**config.mk**
```make
export PLATFORM = sky130hd
export DESIGN_NAME = fdcfg_regs
export DESIGN_NICKNAME = d
export VERILOG_FILES = /design/src/include/fdcfg_pkg.sv /design/src/logic/fdcfg_regs.sv
export VERILOG_INCLUDE_DIRS = /design/src /design/src/include
export SDC_FILE = /design/constraint.sdc
export NUM_CORES = 1
export LEC_CHECK = 0
export BUFFER_PORTS_ARGS = -buffer_cell sky130_fd_sc_hd__buf_2
export CELL_PAD_IN_SITES_DETAIL_PLACEMENT = 1
export CELL_PAD_IN_SITES_GLOBAL_PLACEMENT = 1
export CORE_MARGIN = 1.5
export CORE_UTILIZATION = 30
export DETAILED_ROUTE_END_ITERATION = 8
export GPL_ROUTABILITY_DRIVEN = 0
export PLACE_DENSITY = 0.57
export SLEW_MARGIN = 20
export SYNTH_ARGS = -nofsm -noshare
export SYNTH_HDL_FRONTEND = slang
export SYNTH_SLANG_ARGS = --single-unit
```
**constraint.sdc**
```tcl
create_clock -name core_clk -period 10.2 [get_ports core_clk]
set_input_delay 0.51 -clock core_clk [delete_from_list [all_inputs] [get_ports core_clk]]
set_output_delay 0.51 -clock core_clk [all_outputs]
set_load 0.02 [all_outputs]
```
**src/include/fdcfg_params.svh**
```systemverilog
// constants for the flash driver config/flag register bank
// assumes 8-bit internal register addresses and data
`ifndef FDCFG_PARAMS_SVH
`define FDCFG_PARAMS_SVH
// register addresses
`define FDCFG_ADR_BOOST   8'h07
`define FDCFG_ADR_TIMING  8'h08
`define FDCFG_ADR_THERM   8'h09
`define FDCFG_ADR_FLAG1   8'h0A
`define FDCFG_ADR_FLAG2   8'h0B
`define FDCFG_ADR_IDENT   8'h0C
// reset values
`define FDCFG_RST_BOOST   8'h09
`define FDCFG_RST_TIMING  8'h1A
`define FDCFG_RST_THERM   8'h08
`define FDCFG_RST_FLAG    8'h00
// writable bits, reserved and action bits excluded; FDCFG_MSK_FLAG2 keeps the five read-only flag2 bits
`define FDCFG_WMSK_BOOST  8'h0F
`define FDCFG_WMSK_TIMING 8'h7F
`define FDCFG_WMSK_THERM  8'h7F
`define FDCFG_MSK_FLAG2   8'h1F
// field positions
`define FDCFG_BIT_SWRST   7
`define FDCFG_BIT_SHORT   3
`define FDCFG_BIT_PASS    2
`define FDCFG_BIT_FREQ    1
`define FDCFG_BIT_ILIM    0
`define FDCFG_BIT_POL     6
`define FDCFG_BIT_OPEN    5
`define FDCFG_BIT_NSHORT  4
`define FDCFG_BIT_PINSEL  0
// timeout decode steps in ms
`define FDCFG_TO_FINE_MS  10
`define FDCFG_TO_CRS_MS   50
`define FDCFG_TO_SPLIT    4'hA
`endif

```
**src/include/fdcfg_pkg.sv**
```systemverilog
// types for the flash driver config/flag register bank
// assumes the params header is included by the users
package fdcfg_pkg;
  // one register access from the serial engine
  typedef struct packed {
    logic       wr;
    logic       rd;
    logic [7:0] addr;
    logic [7:0] wdata;
  } fdcfg_acc_s;
  // settings handed to the analog and current logic
  typedef struct packed {
    logic        sw_reset;
    logic        short_det_en;
    logic        pass_only;
    logic        freq_4mhz;
    logic        ilim_high;
    logic [2:0]  ramp_code;
    logic [10:0] ramp_ms;
    logic [3:0]  timeout_code;
    logic [8:0]  timeout_ms;
    logic        torch_act_low;
    logic        pulldown_en;
    logic        open_det_en;
    logic        short_ntc_en;
    logic [2:0]  temp_thresh;
    logic        pin_temp_sel;
  } fdcfg_cfg_s;
endpackage : fdcfg_pkg

```
**src/logic/fdcfg_regs.sv**
```systemverilog
// config, flag and identity registers of the flash driver
// assumes the serial engine gives one-cycle rd/wr pulses
// on core_clk; fault events are async levels from analog
`timescale 1ns/10ps
`include "fdcfg_params.svh"

// How it works
// [RQ1] writing one to bit 7 resets device
// [RQ2] bit 3 enables led pin short detection
// [RQ3] bit 2 selects pass-through-only boost mode
// [RQ4] bit 1 selects 4 MHz, else 2 MHz
// [RQ5] bit 0 selects 2.8 A, else 1.9 A
// [RQ6] bits 6:4 give torch ramp time
// [RQ7] bits 3:0 give flash timeout duration
// [RQ8] bit 6 sets torch polarity and pulldown
// [RQ9] host changes polarity only while disabled
// [RQ10] bit 5 enables open thermistor detection
// [RQ11] bit 4 enables shorted thermistor detection
// [RQ12] three-bit temperature threshold 0.2 to 0.9 V
// [RQ13] bit 0 assigns shared pin torch/thermistor
// [RQ14] first flag register bit layout
// [RQ15] second flag register bit layout
// [RQ16] identity register: part_identification and revision
// [RQ17] reserved zero; flags sticky until read
module fdcfg_regs
  import fdcfg_pkg::*;
#(
  parameter logic [2:0] DEV_ID  = 3'h5, // arbitrary value
  parameter logic [2:0] SIL_REV = 3'h1  // arbitrary value
) (
  input  wire logic       core_clk,
  input  wire logic       rst_b,
  input  wire fdcfg_acc_s acc,
  input  wire logic       led_active,
  input  wire logic [7:0] evt1_async,
  input  wire logic [4:0] evt2_async,
  output fdcfg_cfg_s      cfg,
  output logic [7:0]      rdata
);

  // timeout code to ms, fine then coarse steps
  function automatic logic [8:0] to_ms(input logic [3:0] c);
    logic [8:0] r;
    r = 9'h000;
    if (c < `FDCFG_TO_SPLIT)
      r = 9'(({5'h00, c} + 9'h001) * `FDCFG_TO_FINE_MS);
    else
      r = 9'(({5'h00, c} - 9'h007) * `FDCFG_TO_CRS_MS);
    return r;
  endfunction : to_ms

  // ramp code to ms, zero means no ramp
  function automatic logic [10:0] ramp_to_ms(input logic [2:0] c);
    logic [10:0] r;
    r = 11'h000;
    if (c == 3'h1)
      r = 11'h001;
    else if (c != 3'h0)
      // code 2 is 32 ms, each step doubles up to 1024 ms
      r = 11'(11'h008 << c);
    return r;
  endfunction : ramp_to_ms

  // register storage
  logic [7:0]  boost_ff;     // boost converter config
  logic [7:0]  timing_ff;    // ramp and timeout
  logic [7:0]  therm_ff;     // thermistor / pin config
  logic [7:0]  flag1_ff;     // sticky flags, first
  logic [7:0]  flag2_ff;     // sticky flags, second
  logic        pol_ff;       // polarity as applied
  // own flop so the pulldown control has no gate after it
  logic        pd_ff;        // pulldown as applied
  logic        swrst_ff;     // soft reset pulse out
  logic [8:0]  to_ms_ff;     // decoded timeout
  logic [10:0] ramp_ms_ff;   // decoded ramp
  logic [7:0]  rdata_ff;     // read return
  // event synchronisers
  logic [7:0]  e1_s1_ff;
  logic [7:0]  e1_s2_ff;
  logic [4:0]  e2_s1_ff;
  logic [4:0]  e2_s2_ff;

  // address decode
  wire hit_boost  = acc.addr == `FDCFG_ADR_BOOST;
  wire hit_timing = acc.addr == `FDCFG_ADR_TIMING;
  wire hit_therm  = acc.addr == `FDCFG_ADR_THERM;
  wire hit_flag1  = acc.addr == `FDCFG_ADR_FLAG1;
  wire hit_flag2  = acc.addr == `FDCFG_ADR_FLAG2;
  wire hit_ident  = acc.addr == `FDCFG_ADR_IDENT;

  // [RQ1] soft reset request
  wire swrst_req = acc.wr && hit_boost
                   && acc.wdata[`FDCFG_BIT_SWRST];

  // write strobes; reserved bits dropped by masks
  wire wr_boost  = acc.wr && hit_boost;
  wire wr_timing = acc.wr && hit_timing;
  wire wr_therm  = acc.wr && hit_therm;

  // [RQ2] led/output short gating
  wire [7:0] gate1 = {1'b1,
                      {3{boost_ff[`FDCFG_BIT_SHORT]}},
                      4'hF};
  // [RQ10] open thermistor gating
  wire g_open = therm_ff[`FDCFG_BIT_OPEN];
  // [RQ11] shorted thermistor gating
  wire g_shrt = therm_ff[`FDCFG_BIT_NSHORT];
  wire [4:0] gate2 = {g_shrt, g_open, 3'h7};

  // [RQ17] set beats clear-on-read
  wire [7:0] clr1 = {8{acc.rd && hit_flag1}};
  wire [4:0] clr2 = {5{acc.rd && hit_flag2}};
  wire [7:0] nxt_flag1 = (flag1_ff & ~clr1)
                         | (e1_s2_ff & gate1);
  wire [7:0] nxt_flag2 = ((flag2_ff & ~{3'h0, clr2})
                         | {3'h0, e2_s2_ff & gate2})
                         & `FDCFG_MSK_FLAG2;

  // [RQ16] identity word, top bits reserved
  wire [7:0] ident = {2'b00, DEV_ID, SIL_REV};

  // read mux; unmapped reads return zero
  wire [7:0] nxt_rdata =
      hit_boost  ? (boost_ff & `FDCFG_WMSK_BOOST)   :
      hit_timing ? (timing_ff & `FDCFG_WMSK_TIMING) :
      hit_therm  ? (therm_ff & `FDCFG_WMSK_THERM)   :
      hit_flag1  ? flag1_ff                         :
      hit_flag2  ? flag2_ff                         :
      hit_ident  ? ident                            :
      8'h00;

  // [RQ9] polarity frozen while driving leds
  wire nxt_pol = led_active ? pol_ff
                 : therm_ff[`FDCFG_BIT_POL];

  // two-stage sync of analog event levels
  always_ff @(posedge core_clk or negedge rst_b)
  begin
    if (!rst_b)
    begin
      e1_s1_ff <= 8'h00;
      e1_s2_ff <= 8'h00;
      e2_s1_ff <= 5'h00;
      e2_s2_ff <= 5'h00;
    end
    else
    begin
      e1_s1_ff <= evt1_async;
      e1_s2_ff <= e1_s1_ff;
      e2_s1_ff <= evt2_async;
      e2_s2_ff <= e2_s1_ff;
    end
  end

  // config registers; soft reset restores defaults
  always_ff @(posedge core_clk or negedge rst_b)
  begin
    if (!rst_b)
    begin
      boost_ff  <= `FDCFG_RST_BOOST;
      timing_ff <= `FDCFG_RST_TIMING;
      therm_ff  <= `FDCFG_RST_THERM;
    end
    // [RQ1] defaults on soft reset
    else if (swrst_req)
    begin
      boost_ff  <= `FDCFG_RST_BOOST;
      timing_ff <= `FDCFG_RST_TIMING;
      therm_ff  <= `FDCFG_RST_THERM;
    end
    else
    begin
      // [RQ3] boost field write
      if (wr_boost)
        boost_ff <= acc.wdata & `FDCFG_WMSK_BOOST;
      // [RQ7] timing field write
      if (wr_timing)
        timing_ff <= acc.wdata & `FDCFG_WMSK_TIMING;
      // [RQ12] thermistor field write
      if (wr_therm)
        therm_ff <= acc.wdata & `FDCFG_WMSK_THERM;
    end
  end

  // sticky flags, polarity, decodes, read data
  always_ff @(posedge core_clk or negedge rst_b)
  begin
    if (!rst_b)
    begin
      flag1_ff   <= `FDCFG_RST_FLAG;
      flag2_ff   <= `FDCFG_RST_FLAG;
      pol_ff     <= 1'b0;
      pd_ff      <= 1'b1;
      swrst_ff   <= 1'b0;
      to_ms_ff   <= 9'h000;
      ramp_ms_ff <= 11'h000;
      rdata_ff   <= 8'h00;
    end
    else
    begin
      // [RQ14] flags cleared by soft reset too
      flag1_ff   <= swrst_req ? `FDCFG_RST_FLAG : nxt_flag1;
      // [RQ15] reserved bits stay zero
      flag2_ff   <= swrst_req ? `FDCFG_RST_FLAG : nxt_flag2;
      pol_ff     <= nxt_pol;
      // [RQ8] pulldown only while active high
      pd_ff      <= ~nxt_pol;
      swrst_ff   <= swrst_req;
      // [RQ7] timeout decode
      to_ms_ff   <= to_ms(timing_ff[3:0]);
      // [RQ6] ramp decode
      ramp_ms_ff <= ramp_to_ms(timing_ff[6:4]);
      if (acc.rd)
        rdata_ff <= nxt_rdata;
    end
  end

  // outputs: every field is a flip-flop
  assign rdata             = rdata_ff;
  assign cfg.sw_reset      = swrst_ff;
  assign cfg.short_det_en  = boost_ff[`FDCFG_BIT_SHORT];
  // [RQ3] pass-through-only select
  assign cfg.pass_only     = boost_ff[`FDCFG_BIT_PASS];
  // [RQ4] switching frequency select
  assign cfg.freq_4mhz     = boost_ff[`FDCFG_BIT_FREQ];
  // [RQ5] peak current limit select
  assign cfg.ilim_high     = boost_ff[`FDCFG_BIT_ILIM];
  assign cfg.ramp_code     = timing_ff[6:4];
  assign cfg.ramp_ms       = ramp_ms_ff;
  assign cfg.timeout_code  = timing_ff[3:0];
  assign cfg.timeout_ms    = to_ms_ff;
  // [RQ8] polarity and pulldown, opposite senses
  assign cfg.torch_act_low = pol_ff;
  assign cfg.pulldown_en   = pd_ff;
  assign cfg.open_det_en   = g_open;
  assign cfg.short_ntc_en  = g_shrt;
  // [RQ12] threshold code, 0.2 V plus 0.1 V steps
  assign cfg.temp_thresh   = therm_ff[3:1];
  // [RQ13] shared pin function
  assign cfg.pin_temp_sel  = therm_ff[`FDCFG_BIT_PINSEL];
endmodule : fdcfg_regs
```
# [Word level (Yosys, flattened, before mapping)]
# Index checks and enable logic that the tools add are counted.
[word_totals] reg_bits=88 latchBits=0 ramBits=0 mem_bits_ro=0 input_bits=34 out_inout_bits=48 wordCells=65 mem_count=0
[classes] addsub=2 n_mul=2 div=0 magnitude_cmp=1 eq_ne=7 shifts=1 n_mux=18 bitwise_logic=9 reduce_logical=10
[op_table] op="$eq 8x4->1 const B" count=5
[op_table] op="$mux 8" count=5
[op_table] op="$mul 32x5->8 const B" count=1
[op_table] op="$mux 7" count=4
[op_table] op="$mux 11" count=2
[op_table] op="$and 8x8->8" count=2
[op_table] op="$mux 6" count=2
[op_table] op="$shl 4x3->11 const A" count=1
[op_table] op="$and 5x5->5" count=2
[op_table] op="$mux 9" count=1
[op_table] op="$eq 8x3->1 const B" count=1
[op_table] op="$mul 5x3->8 const B" count=1
[op_table] op="$mux 4" count=2
[op_table] op="$not 8->8" count=1
[op_table] op="$or 8x8->8" count=1
[op_table] op="$logic_and 1x1->1" count=6
[op_table] op="$reduce_bool 2->1" count=3
[op_table] op="$add 4x1->5 const B" count=1
[op_table] op="$mux 5" count=1
[op_table] op="$not 5->5" count=1
[op_table] op="$or 5x5->5" count=1
[op_table] op="$sub 4x3->5 const B" count=1
[op_table] op="$lt 4x4->1 const B" count=1
[op_table] op="$eq 3x1->1 const B" count=1
[op_table] op="other kinds (3)" count=3

# [Depth between registers and ports, before layout]
# Gate-level depths: netlist of run 1.
[depth] ltp_word=7 depth_mapped=13 mapped_depth_nobuf=12

# [Worst setup path after synthesis of run 1]
# Ideal clock, no wire load.
[synth_path] path_type="register -> register" from="register timing_ff[1]" to="register to_ms_ff[8]" setup_time_ps=119 arrival_ps=3184 required_time_ps=10081 slack_ps=6897 path_stages_with_launch=13 path_buffers=1 period_less_slack_ps=3303 path_cell_list="dfstp_2 -> clkbuf_1 -> nand3_1 -> xnor2_1 -> inv_1 -> ha_1 -> ha_1 -> fa_1 -> ha_1 -> a21oi_1 -> xnor2_1 -> nor2b_1 -> o21a_1"
[synth_between] elab_chain_cells=3 elab_cells_between_ends=6 cone_classes="2 x add/sub; 2 x mul; 1 x order compare; 1 x mux"
[synth_lines] item="start, declared" line="fdcfg_regs.sv:66" rtl="logic [7:0] timing_ff;"
[synth_lines] item="start signal, assigned" line="fdcfg_regs.sv:161" rtl="timing_ff <= `FDCFG_RST_TIMING;"
[synth_lines] item="start signal, assigned" line="fdcfg_regs.sv:168" rtl="timing_ff <= `FDCFG_RST_TIMING;"
[synth_lines] item="start signal, assigned" line="fdcfg_regs.sv:178" rtl="timing_ff <= acc.wdata & `FDCFG_WMSK_TIMING;"
[synth_lines] item="$sub 4x3->5 / $add 4x1->5 (equally long branches)" line="fdcfg_regs.sv:48, fdcfg_regs.sv:46"
[synth_lines] item="$mul 32x5->8 (no source line) / $mul 5x3->8 (equally long branches)"
[synth_lines] item="$mux 9 *" line="fdcfg_regs.sv:45" rtl="if (c < `FDCFG_TO_SPLIT)"
[synth_lines] item="end signal, assigned" line="fdcfg_regs.sv:210" rtl="to_ms_ff <= to_ms(timing_ff[3:0]);"
[synth_lines] item="end, declared" line="fdcfg_regs.sv:74" rtl="logic [8:0] to_ms_ff;"
# Mark *: on every way between the ends. The rest lies on a longest branch, timed or not.
# A chain may end at the register's enable or synchronous reset.

# [Worst setup path in the final report of run 1]
# Same ends and word-level chain as after synthesis.

==> impl_metrics.sql, run 1 <==
INSERT INTO impl_metrics (metric_group, metric, value, unit) VALUES
('timing', 'final_min_period_over_clock_period', '33.35', '%'),
('worst_setup_path', 'crit_end', 'to_ms_ff[8]', ''),
('worst_setup_path', 'path_class', 'reg -> reg', ''),
('final_layout', 'layout_commonest_cell', 'dfrtp_1', ''),
('timing', 'timing_worst_slew_pin_value', '650.0', 'ps'),
('cts', 'cts_tree', 'yes', ''),
('worst_setup_path', 'slowest_delay', '640', 'ps'),
('timing', 'skew', '7.336', 'ps'),
('worst_setup_path', 'launch_point_of_the_worst_path', 'timing_ff[1]', ''),
('synthesis', 'post_synth_num_cell_types', '49', ''),
('cts', 'cts_buffer_depth', '2', ''),
('final_layout', 'areaGrowthSynthToFinish', '19.72', '%'),
('cts', 'cts_max_level', '3', ''),
('power', 'power.density_cell_area', '177.7', 'nW/µm²'),
('worst_setup_path', 'worstReg2RegEnd', 'to_ms_ff[8]', ''),
('grt', 'grt_pass1_vias', '2560', ''),
('grt', 'number_of_antenna_violations_at_the_first_check_in_global_routing', '0', ''),
('route', 'wl_per_cell', '15.46', 'µm'),
('grt', 'grt_remaining_overflow', '0', ''),
('placed_design', 'place_hpwl', '6394', 'µm'),
('floorplan', 'core.rowCount', '40', ''),
('placed_design', 'numPortBuffers', '77', ''),
('placed_design', 'dpl-instance-area', '4170', 'µm²'),
('cts', 'clock-root-buffer', 'clkbuf_16', ''),
('final_layout', 'fin_nets', '436', ''),
('worst_setup_path', 'depth_of_the_most_critical_reg_to_reg_path', '10', ''),
('worst_setup_path', 'data_required_time_at_the_worst_endpoint', '10440', 'ps'),
('synthesis', 'yosys_register_bits', '84', ''),
('final_layout', 'finish.instance_area', '4451', 'µm²'),
('timing', 'timing_hold_violations_final', '0', ''),
('grt', 'grt_pass1_wl', '13940', 'µm'),
('route', 'initialDrtViolationCount', '114', ''),
('worst_setup_path', 'critical_path.startpoint_type', 'register', ''),
('final_layout', 'layout.cells.most_common_list', '77 x dfrtp_1, 76 x buf_2, 30 x nor2_1', ''),
('worst_setup_path', 'timing.critical_path.max_delay_family', 'adder cells', ''),
('synthesis', 'synth_sequential_area_ratio', '56.78', '%'),
('placed_design', 'placedCellCount', '540', ''),
('worst_setup_path', 'r2r_start', 'timing_ff[1]', ''),
('cts', 'worstSkewPairLatency', '350', 'ps'),
('worst_setup_path', 'r2r_setup_slack', '6800', 'ps'),
('floorplan', 'coreArea', '12060', 'µm²'),
('cts', 'cts_inserted_buffers', '9', ''),
('synthesis', 'postSynth.asyncResetShare', '100.0', '%'),
('worst_setup_path', 'timing.critical_path.depth', '10', ''),
('final_layout', 'fill_cells', '1340', ''),
('timing', 'fin_setup_tns', '0', 'ps'),
('cts', 'tritoncts_num_sinks', '84', ''),
('route', 'route.antenna.remaining_nets', '0', ''),
('worst_setup_path', 'critPathArrivalTime', '3640', 'ps'),
('synthesis', 'ys_warn_count', '0', ''),
('placed_design', 'pre_cts_slack', '6773', 'ps'),
('synthesis', 'syn_area_per_cell', '11.76', 'µm²'),
('worst_setup_path', 'biggest_fanout_along_the_worst_timing_path', '11', ''),
('synthesis', 'synth_enable_flop_cells', '0', ''),
('timing', 'final.min_clock_period', '3401', 'ps'),
('timing', 'unrepaired_setup_endpoints_after_global_routing', 'false', ''),
('status', 'result_of_the_run', 'finished, final reports clean', ''),
('cts', 'cts.repair_timing.setup_buffer_count', '0', ''),
('worst_setup_path', 'critical_path.endpoint_type', 'register', ''),
('route', 'wirelength', '8593', 'µm'),
('floorplan', 'die_area', '13070', 'µm²'),
('route', 'dr.pass1.iters', '6', ''),
('final_layout', 'fin_cells', '556', ''),
('route', 'drt_drc_violations_left', '0', ''),
('synthesis', 'synth-main-ff-cell', 'dfrtp_1', ''),
('power', 'cellLeakagePower', '2.302', 'nW'),
('hold_path', 'worst_hold_path_type', 'in -> async', ''),
('worst_setup_path', 'critical_path.n_buffers_inverters', '0', ''),
('timing', 'setup_viol_count_final', '0', ''),
('timing', 'slew_viol_final', '0', ''),
('floorplan', 'die_width', '114.3', 'µm');
## synth_stat cells, drive strengths merged (2+ instances only)
| master | n | share of area, % |
|---|---|---|
| a22oi | 7 | 1.4 |
| clkbuf | 8 | 0.81 |
| fa | 3 | 1.6 |
| and3 | 2 | 0.34 |
| dfrtp | 77 | 52 |
| nand3b | 2 | 0.74 |
| nand4b | 2 | 0.88 |
| o22a | 2 | 0.47 |
| dfstp | 7 | 4.9 |
| inv | 23 | 2.3 |
| a21o | 2 | 0.40 |
| ha | 16 | 5.4 |
| nor2 | 32 | 3.5 |
| nand2 | 20 | 2.0 |
| mux2i | 15 | 4.0 |
| buf | 18 | 3.7 |
| nor3 | 2 | 0.57 |
| nor3b | 3 | 0.61 |
| nand2b | 6 | 1.0 |
| o221ai | 2 | 0.47 |
| and3b | 2 | 0.47 |
| o21ai | 12 | 1.6 |
| xnor2 | 7 | 1.6 |
| xor2 | 3 | 0.71 |
| a21oi | 20 | 2.7 |
| nand3 | 7 | 1.1 |
| mux4 | 3 | 1.8 |
| nor2b | 2 | 0.34 |
## cells by family after synthesis
kind of cell / synth area share, %
buf+inv: 6.833
simple gates: 12.93
flops: 56.78
compound gates: 8.146
xor+xnor: 2.356
fa+ha+maj: 7.001
mux: 5.856
other cells: 0.1009
## power breakdown
part | total, W | leakage (nW) | switching (W) | internal (W)
clock network | 0.000310 | 0.132 | 0.000138 | 0.000172
logic | 0.000114 | 1.16 | 0.0000666 | 0.0000478
registers | 0.000367 | 1.01 | 0.0000134 | 0.000353
total | 0.000791 | 2.30 | 0.000218 | 0.000573
## stage by stage
step | hold slack (ps) | util (%) | power (W)
global placement | 332.5 | 34.57 | 0.0004863
global route | 126.7 | 36.90 | 0.0008322
finish | 97.34 | 36.90 | 0.0007910
CTS | 109.7 | 36.90 | 0.0008072
detailed placement | 335.6 | 34.57 | 0.0004903
floorplan | 214.4 | - | 0.0004499
## worst min-delay path by stage
stage                start          end  slack [ps]  depth (start not counted)
2_1_floorplan        rst_b  boost_ff[1]         210                          0
3_3_place_gp   e1_s1_ff[7]  e1_s2_ff[7]         330                          0
5_1_grt              rst_b  to_ms_ff[6]         130                          1
3_5_place_dp   e1_s1_ff[7]  e1_s2_ff[7]         340                          0
4_1_cts              rst_b  to_ms_ff[6]         110                          1
6_report             rst_b  to_ms_ff[6]         100                          1
## layout make-up
class                   count  area [µm²]  share of cell area, %
clock inverters             5       37.54                 0.8434
inverters                  23       86.33                  1.940
multi-input cells         187        1368                  30.73
flip-flops and latches     84        2111                  47.43
clock buffers              11       242.7                  5.454
repair buffers             78       395.4                  8.884
well taps                 168       210.2                  4.723
## flip-flops by register name, indices dropped and copies added (netlist names)
name and count:
pol_ff 1, to_ms_ff 8, ramp_ms_ff 8, flag1_ff 8, boost_ff 4, rdata 8
e2_s1_ff 5, e1_s1_ff 8, flag2_ff 5, pd_ff 1, swrst_ff 1, therm_ff 7
timing_ff 7, e1_s2_ff 8, e2_s2_ff 5
## routing by layer
layer / global-route usage, % / wire, µm / part of all wire (%) / vias to the layer above
li1: - / - / - / 1185
met3: 3.388 / 369 / 4.3 / 16
met1: 19.95 / 4110 / 48 / 1199
met5: 0 / 0 / 0 / -
met2: 21.16 / 3901 / 45 / 57
met4: 8.250 / 212 / 2.5 / 0
No activity file was read; power rests on OpenSTA's default activity.
==> run 2, diff against run 1 <==
==> constraint.sdc (replaced) <==
create_clock -name core_clk -period 3.2 [get_ports core_clk]
set_input_delay 0.16 -clock core_clk [delete_from_list [all_inputs] [get_ports core_clk]]
set_output_delay 0.16 -clock core_clk [all_outputs]
set_load 0.02 [all_outputs]
==> impl_metrics.sql, run 2 (synthesis gave the netlist of run 1 again) <==
INSERT INTO impl_metrics (metric_group, metric, value, unit) VALUES
('grt', 'global_route_usage_over_all_layers', '14.69', '%'),
('floorplan', 'core.rowCount', '40', ''),
('route', 'route.antenna.remaining_nets', '0', ''),
('cts', 'cts_tree', 'yes', ''),
('floorplan', 'die_area', '13070', 'µm²'),
('placed_design', 'placedCellCount', '546', ''),
('grt', 'grt_pass1_wl', '14220', 'µm'),
('power', 'cell_internal_pwr', '0.002003', 'W'),
('floorplan', 'coreArea', '12060', 'µm²'),
('grt', 'grt_pass1_vias', '2624', ''),
('timing', 'timing.max_slew.rel_slack', '48.96', '%'),
('cts', 'clock-root-buffer', 'clkbuf_16', ''),
('timing', 'fin_setup_tns', '0', 'ps'),
('worst_setup_path', 'path_class', 'reg -> reg', ''),
('hold_path', 'worst_hold_path_type', 'in -> reg', ''),
('flow_run', 'drv.max_cap_violation_count', '0', ''),
('cts', 'clkSlewWorstSetupHoldPaths', '60', 'ps'),
('power', 'proportion_of_power_drawn_by_the_clock_network', '42.2', '%'),
('worst_setup_path', 'data_required_time_at_the_worst_endpoint', '3440', 'ps'),
('cts', 'cts_max_level', '3', ''),
('placed_design', 'place_hpwl', '6364', 'µm'),
('route', 'wl_per_cell', '15.28', 'µm'),
('floorplan', 'die_width', '114.3', 'µm'),
('final_layout', 'fin_nets', '459', ''),
('timing', 'timing_worst_slew_pin_value', '765.7', 'ps'),
('route', 'dr.pass1.iters', '4', ''),
('timing', 'unrepaired_setup_endpoints_after_global_routing', 'false', ''),
('final_layout', 'fin_cells', '579', ''),
('timing', 'timing_hold_violations_final', '0', ''),
('power', 'vdd.ir_drop.worst', '0.0003871', 'V'),
('worst_setup_path', 'critical_path.startpoint_type', 'register', ''),
('worst_setup_path', 'critPathArrivalTime', '3290', 'ps'),
('status', 'result_of_the_run', 'finished, final reports clean', ''),
('cts', 'cts_buffer_depth', '2', ''),
('route', 'initialDrtViolationCount', '74', ''),
('final_layout', 'areaGrowthSynthToFinish', '27.67', '%'),
('timing', 'final.min_clock_period', '3050', 'ps'),
('grt', 'number_of_antenna_violations_at_the_first_check_in_global_routing', '1', ''),
('cts', 'cts_inserted_buffers', '9', ''),
('grt', 'grt_remaining_overflow', '0', ''),
('route', 'vias_per_cell', '4.428', ''),
('final_layout', 'antenna_cells', '0', ''),
('timing', 'setup_viol_count_final', '0', ''),
('worst_setup_path', 'critical_path.endpoint_type', 'register', ''),
('timing', 'slew_viol_final', '0', ''),
('route', 'drt_drc_violations_left', '0', ''),
('timing', 'final_min_period_over_clock_period', '95.30', '%'),
('worst_setup_path', 'critical-path-top-cell-by-count', 'ha_1', ''),
('cts', 'tritoncts_num_sinks', '84', ''),
('worst_setup_path', 'biggest_fanout_along_the_worst_timing_path', '4', ''),
('power', 'total_switching_power', '0.0007238', 'W'),
('power', 'pwr-share-seq', '42.6', '%'),
('power', 'power.density_cell_area', '574.6', 'nW/µm²'),
('power', 'fraction_of_power_consumed_by_combinational_cells', '15.1', '%'),
('cts', 'worstSkewPairLatency', '340', 'ps'),
('power', 'sw_frac_of_total', '26.54', '%'),
('final_layout', 'drive_gt1_share', '31.39', '%'),
('worst_setup_path', 'critical-path-slowest-cell', 'dfstp_2', ''),
('power', 'cellLeakagePower', '2.445', 'nW'),
('floorplan', 'ios', '82', ''),
('final_layout', 'layout_commonest_cell', 'dfrtp_1', ''),
('worst_setup_path', 'path_cells', 'ha_2 -> xor2_2 -> ha_1 -> ha_1 -> fa_1 -> ha_1 -> a21oi_2 -> xnor2_1 -> a21oi_1 -> o21a_1', ''),
('floorplan', 'initial_core_util', '30.82', '%'),
('grt', 'largest_net_degree_at_the_start_of_global_routing', '85', ''),
('placed_design', 'numPortBuffers', '77', ''),
('route', 'wirelength', '8846', 'µm'),
('worst_setup_path', 'slowest_delay', '570', 'ps'),
('timing', 'skew', '3.980', 'ps'),
('timing', 'fmax', '327.9', 'MHz'),
('power', 'total_power', '0.002727', 'W'),
('final_layout', 'layout.cells.most_common_list', '77 x dfrtp_1, 76 x buf_2, 30 x nor2_1', ''),
('floorplan', 'dieHeight', '114.3', 'µm'),
('route', 'via_count_of_the_routed_design', '2564', '');
-- run 2: layer usage --
metal	routed length, µm	GRT usage (%)
met1	4105	19.03
met3	372	4.447
met2	4261	23.01
met5	0	0
met4	107	6.000
-- run 2: layout make-up --
| cell class | count | area (µm²) |
|---|---|---|
| inverter | 23 | 86.33 |
| sequential | 84 | 2111 |
| clock inverter | 7 | 106.4 |
| multi-input combinational | 187 | 1394 |
| timing repair buffer | 101 | 613.1 |
| tap | 168 | 210.2 |
| clock buffer | 9 | 225.2 |
| fill | 1328 | 7316 |
-- run 2: worst paths after layout --
check	start	endpoint	slack, ps	cells past startpoint
max in group asynchronous	rst_b	e1_s1_ff[2]	2230	2
min in group asynchronous	rst_b	to_ms_ff[2]	440	2
worst max register to register	timing_ff[1]	to_ms_ff[8]	150	10
worst max-delay path	timing_ff[1]	to_ms_ff[8]	150	10
worst min register to register	e1_s1_ff[2]	e1_s2_ff[2]	350	0
worst min-delay path	acc[4]	timing_ff[4]	90	2
-- run 2: metrics by stage --
stage	utilization [%]	setup WS [ps]	hold WS [ps]	instance area [µm²]
6_report	39.35	150.4	87.59	4746
5_1_grt	39.35	19.64	91.10	4746
4_1_cts	38.92	25.87	47.41	4695
3_5_place_dp	35.01	26.49	270.1	4223
3_3_place_gp	35.01	104.2	268.1	4223
2_1_floorplan	-	4.894	-135.6	3741
-- run 2: critical path: cells and delay by family (launching register included) --
family	cells	cell delay [ps]
compound gates	3	400
xor+xnor	2	360
flops	1	570
fa+ha+maj	5	1610
-- run 2: power groups by stage --
stage	Combinational [W]	Clock (W)	Sequential (W)
floorplan	0.000234	0	0.00120
global placement	0.000381	0	0.00118
detailed placement	0.000397	0	0.00118
CTS	0.000411	0.00119	0.00116
global route	0.000461	0.00124	0.00117
finish	0.000413	0.00115	0.00116
-- run 2: repair_timing --
action / CTS / global route
hold endpoints to repair: 14 / 77
resized for setup: 0 / 6
setup endpoints to repair: 0 / 1
hold buffers: 14 / 1
setup buffers: 0 / 2
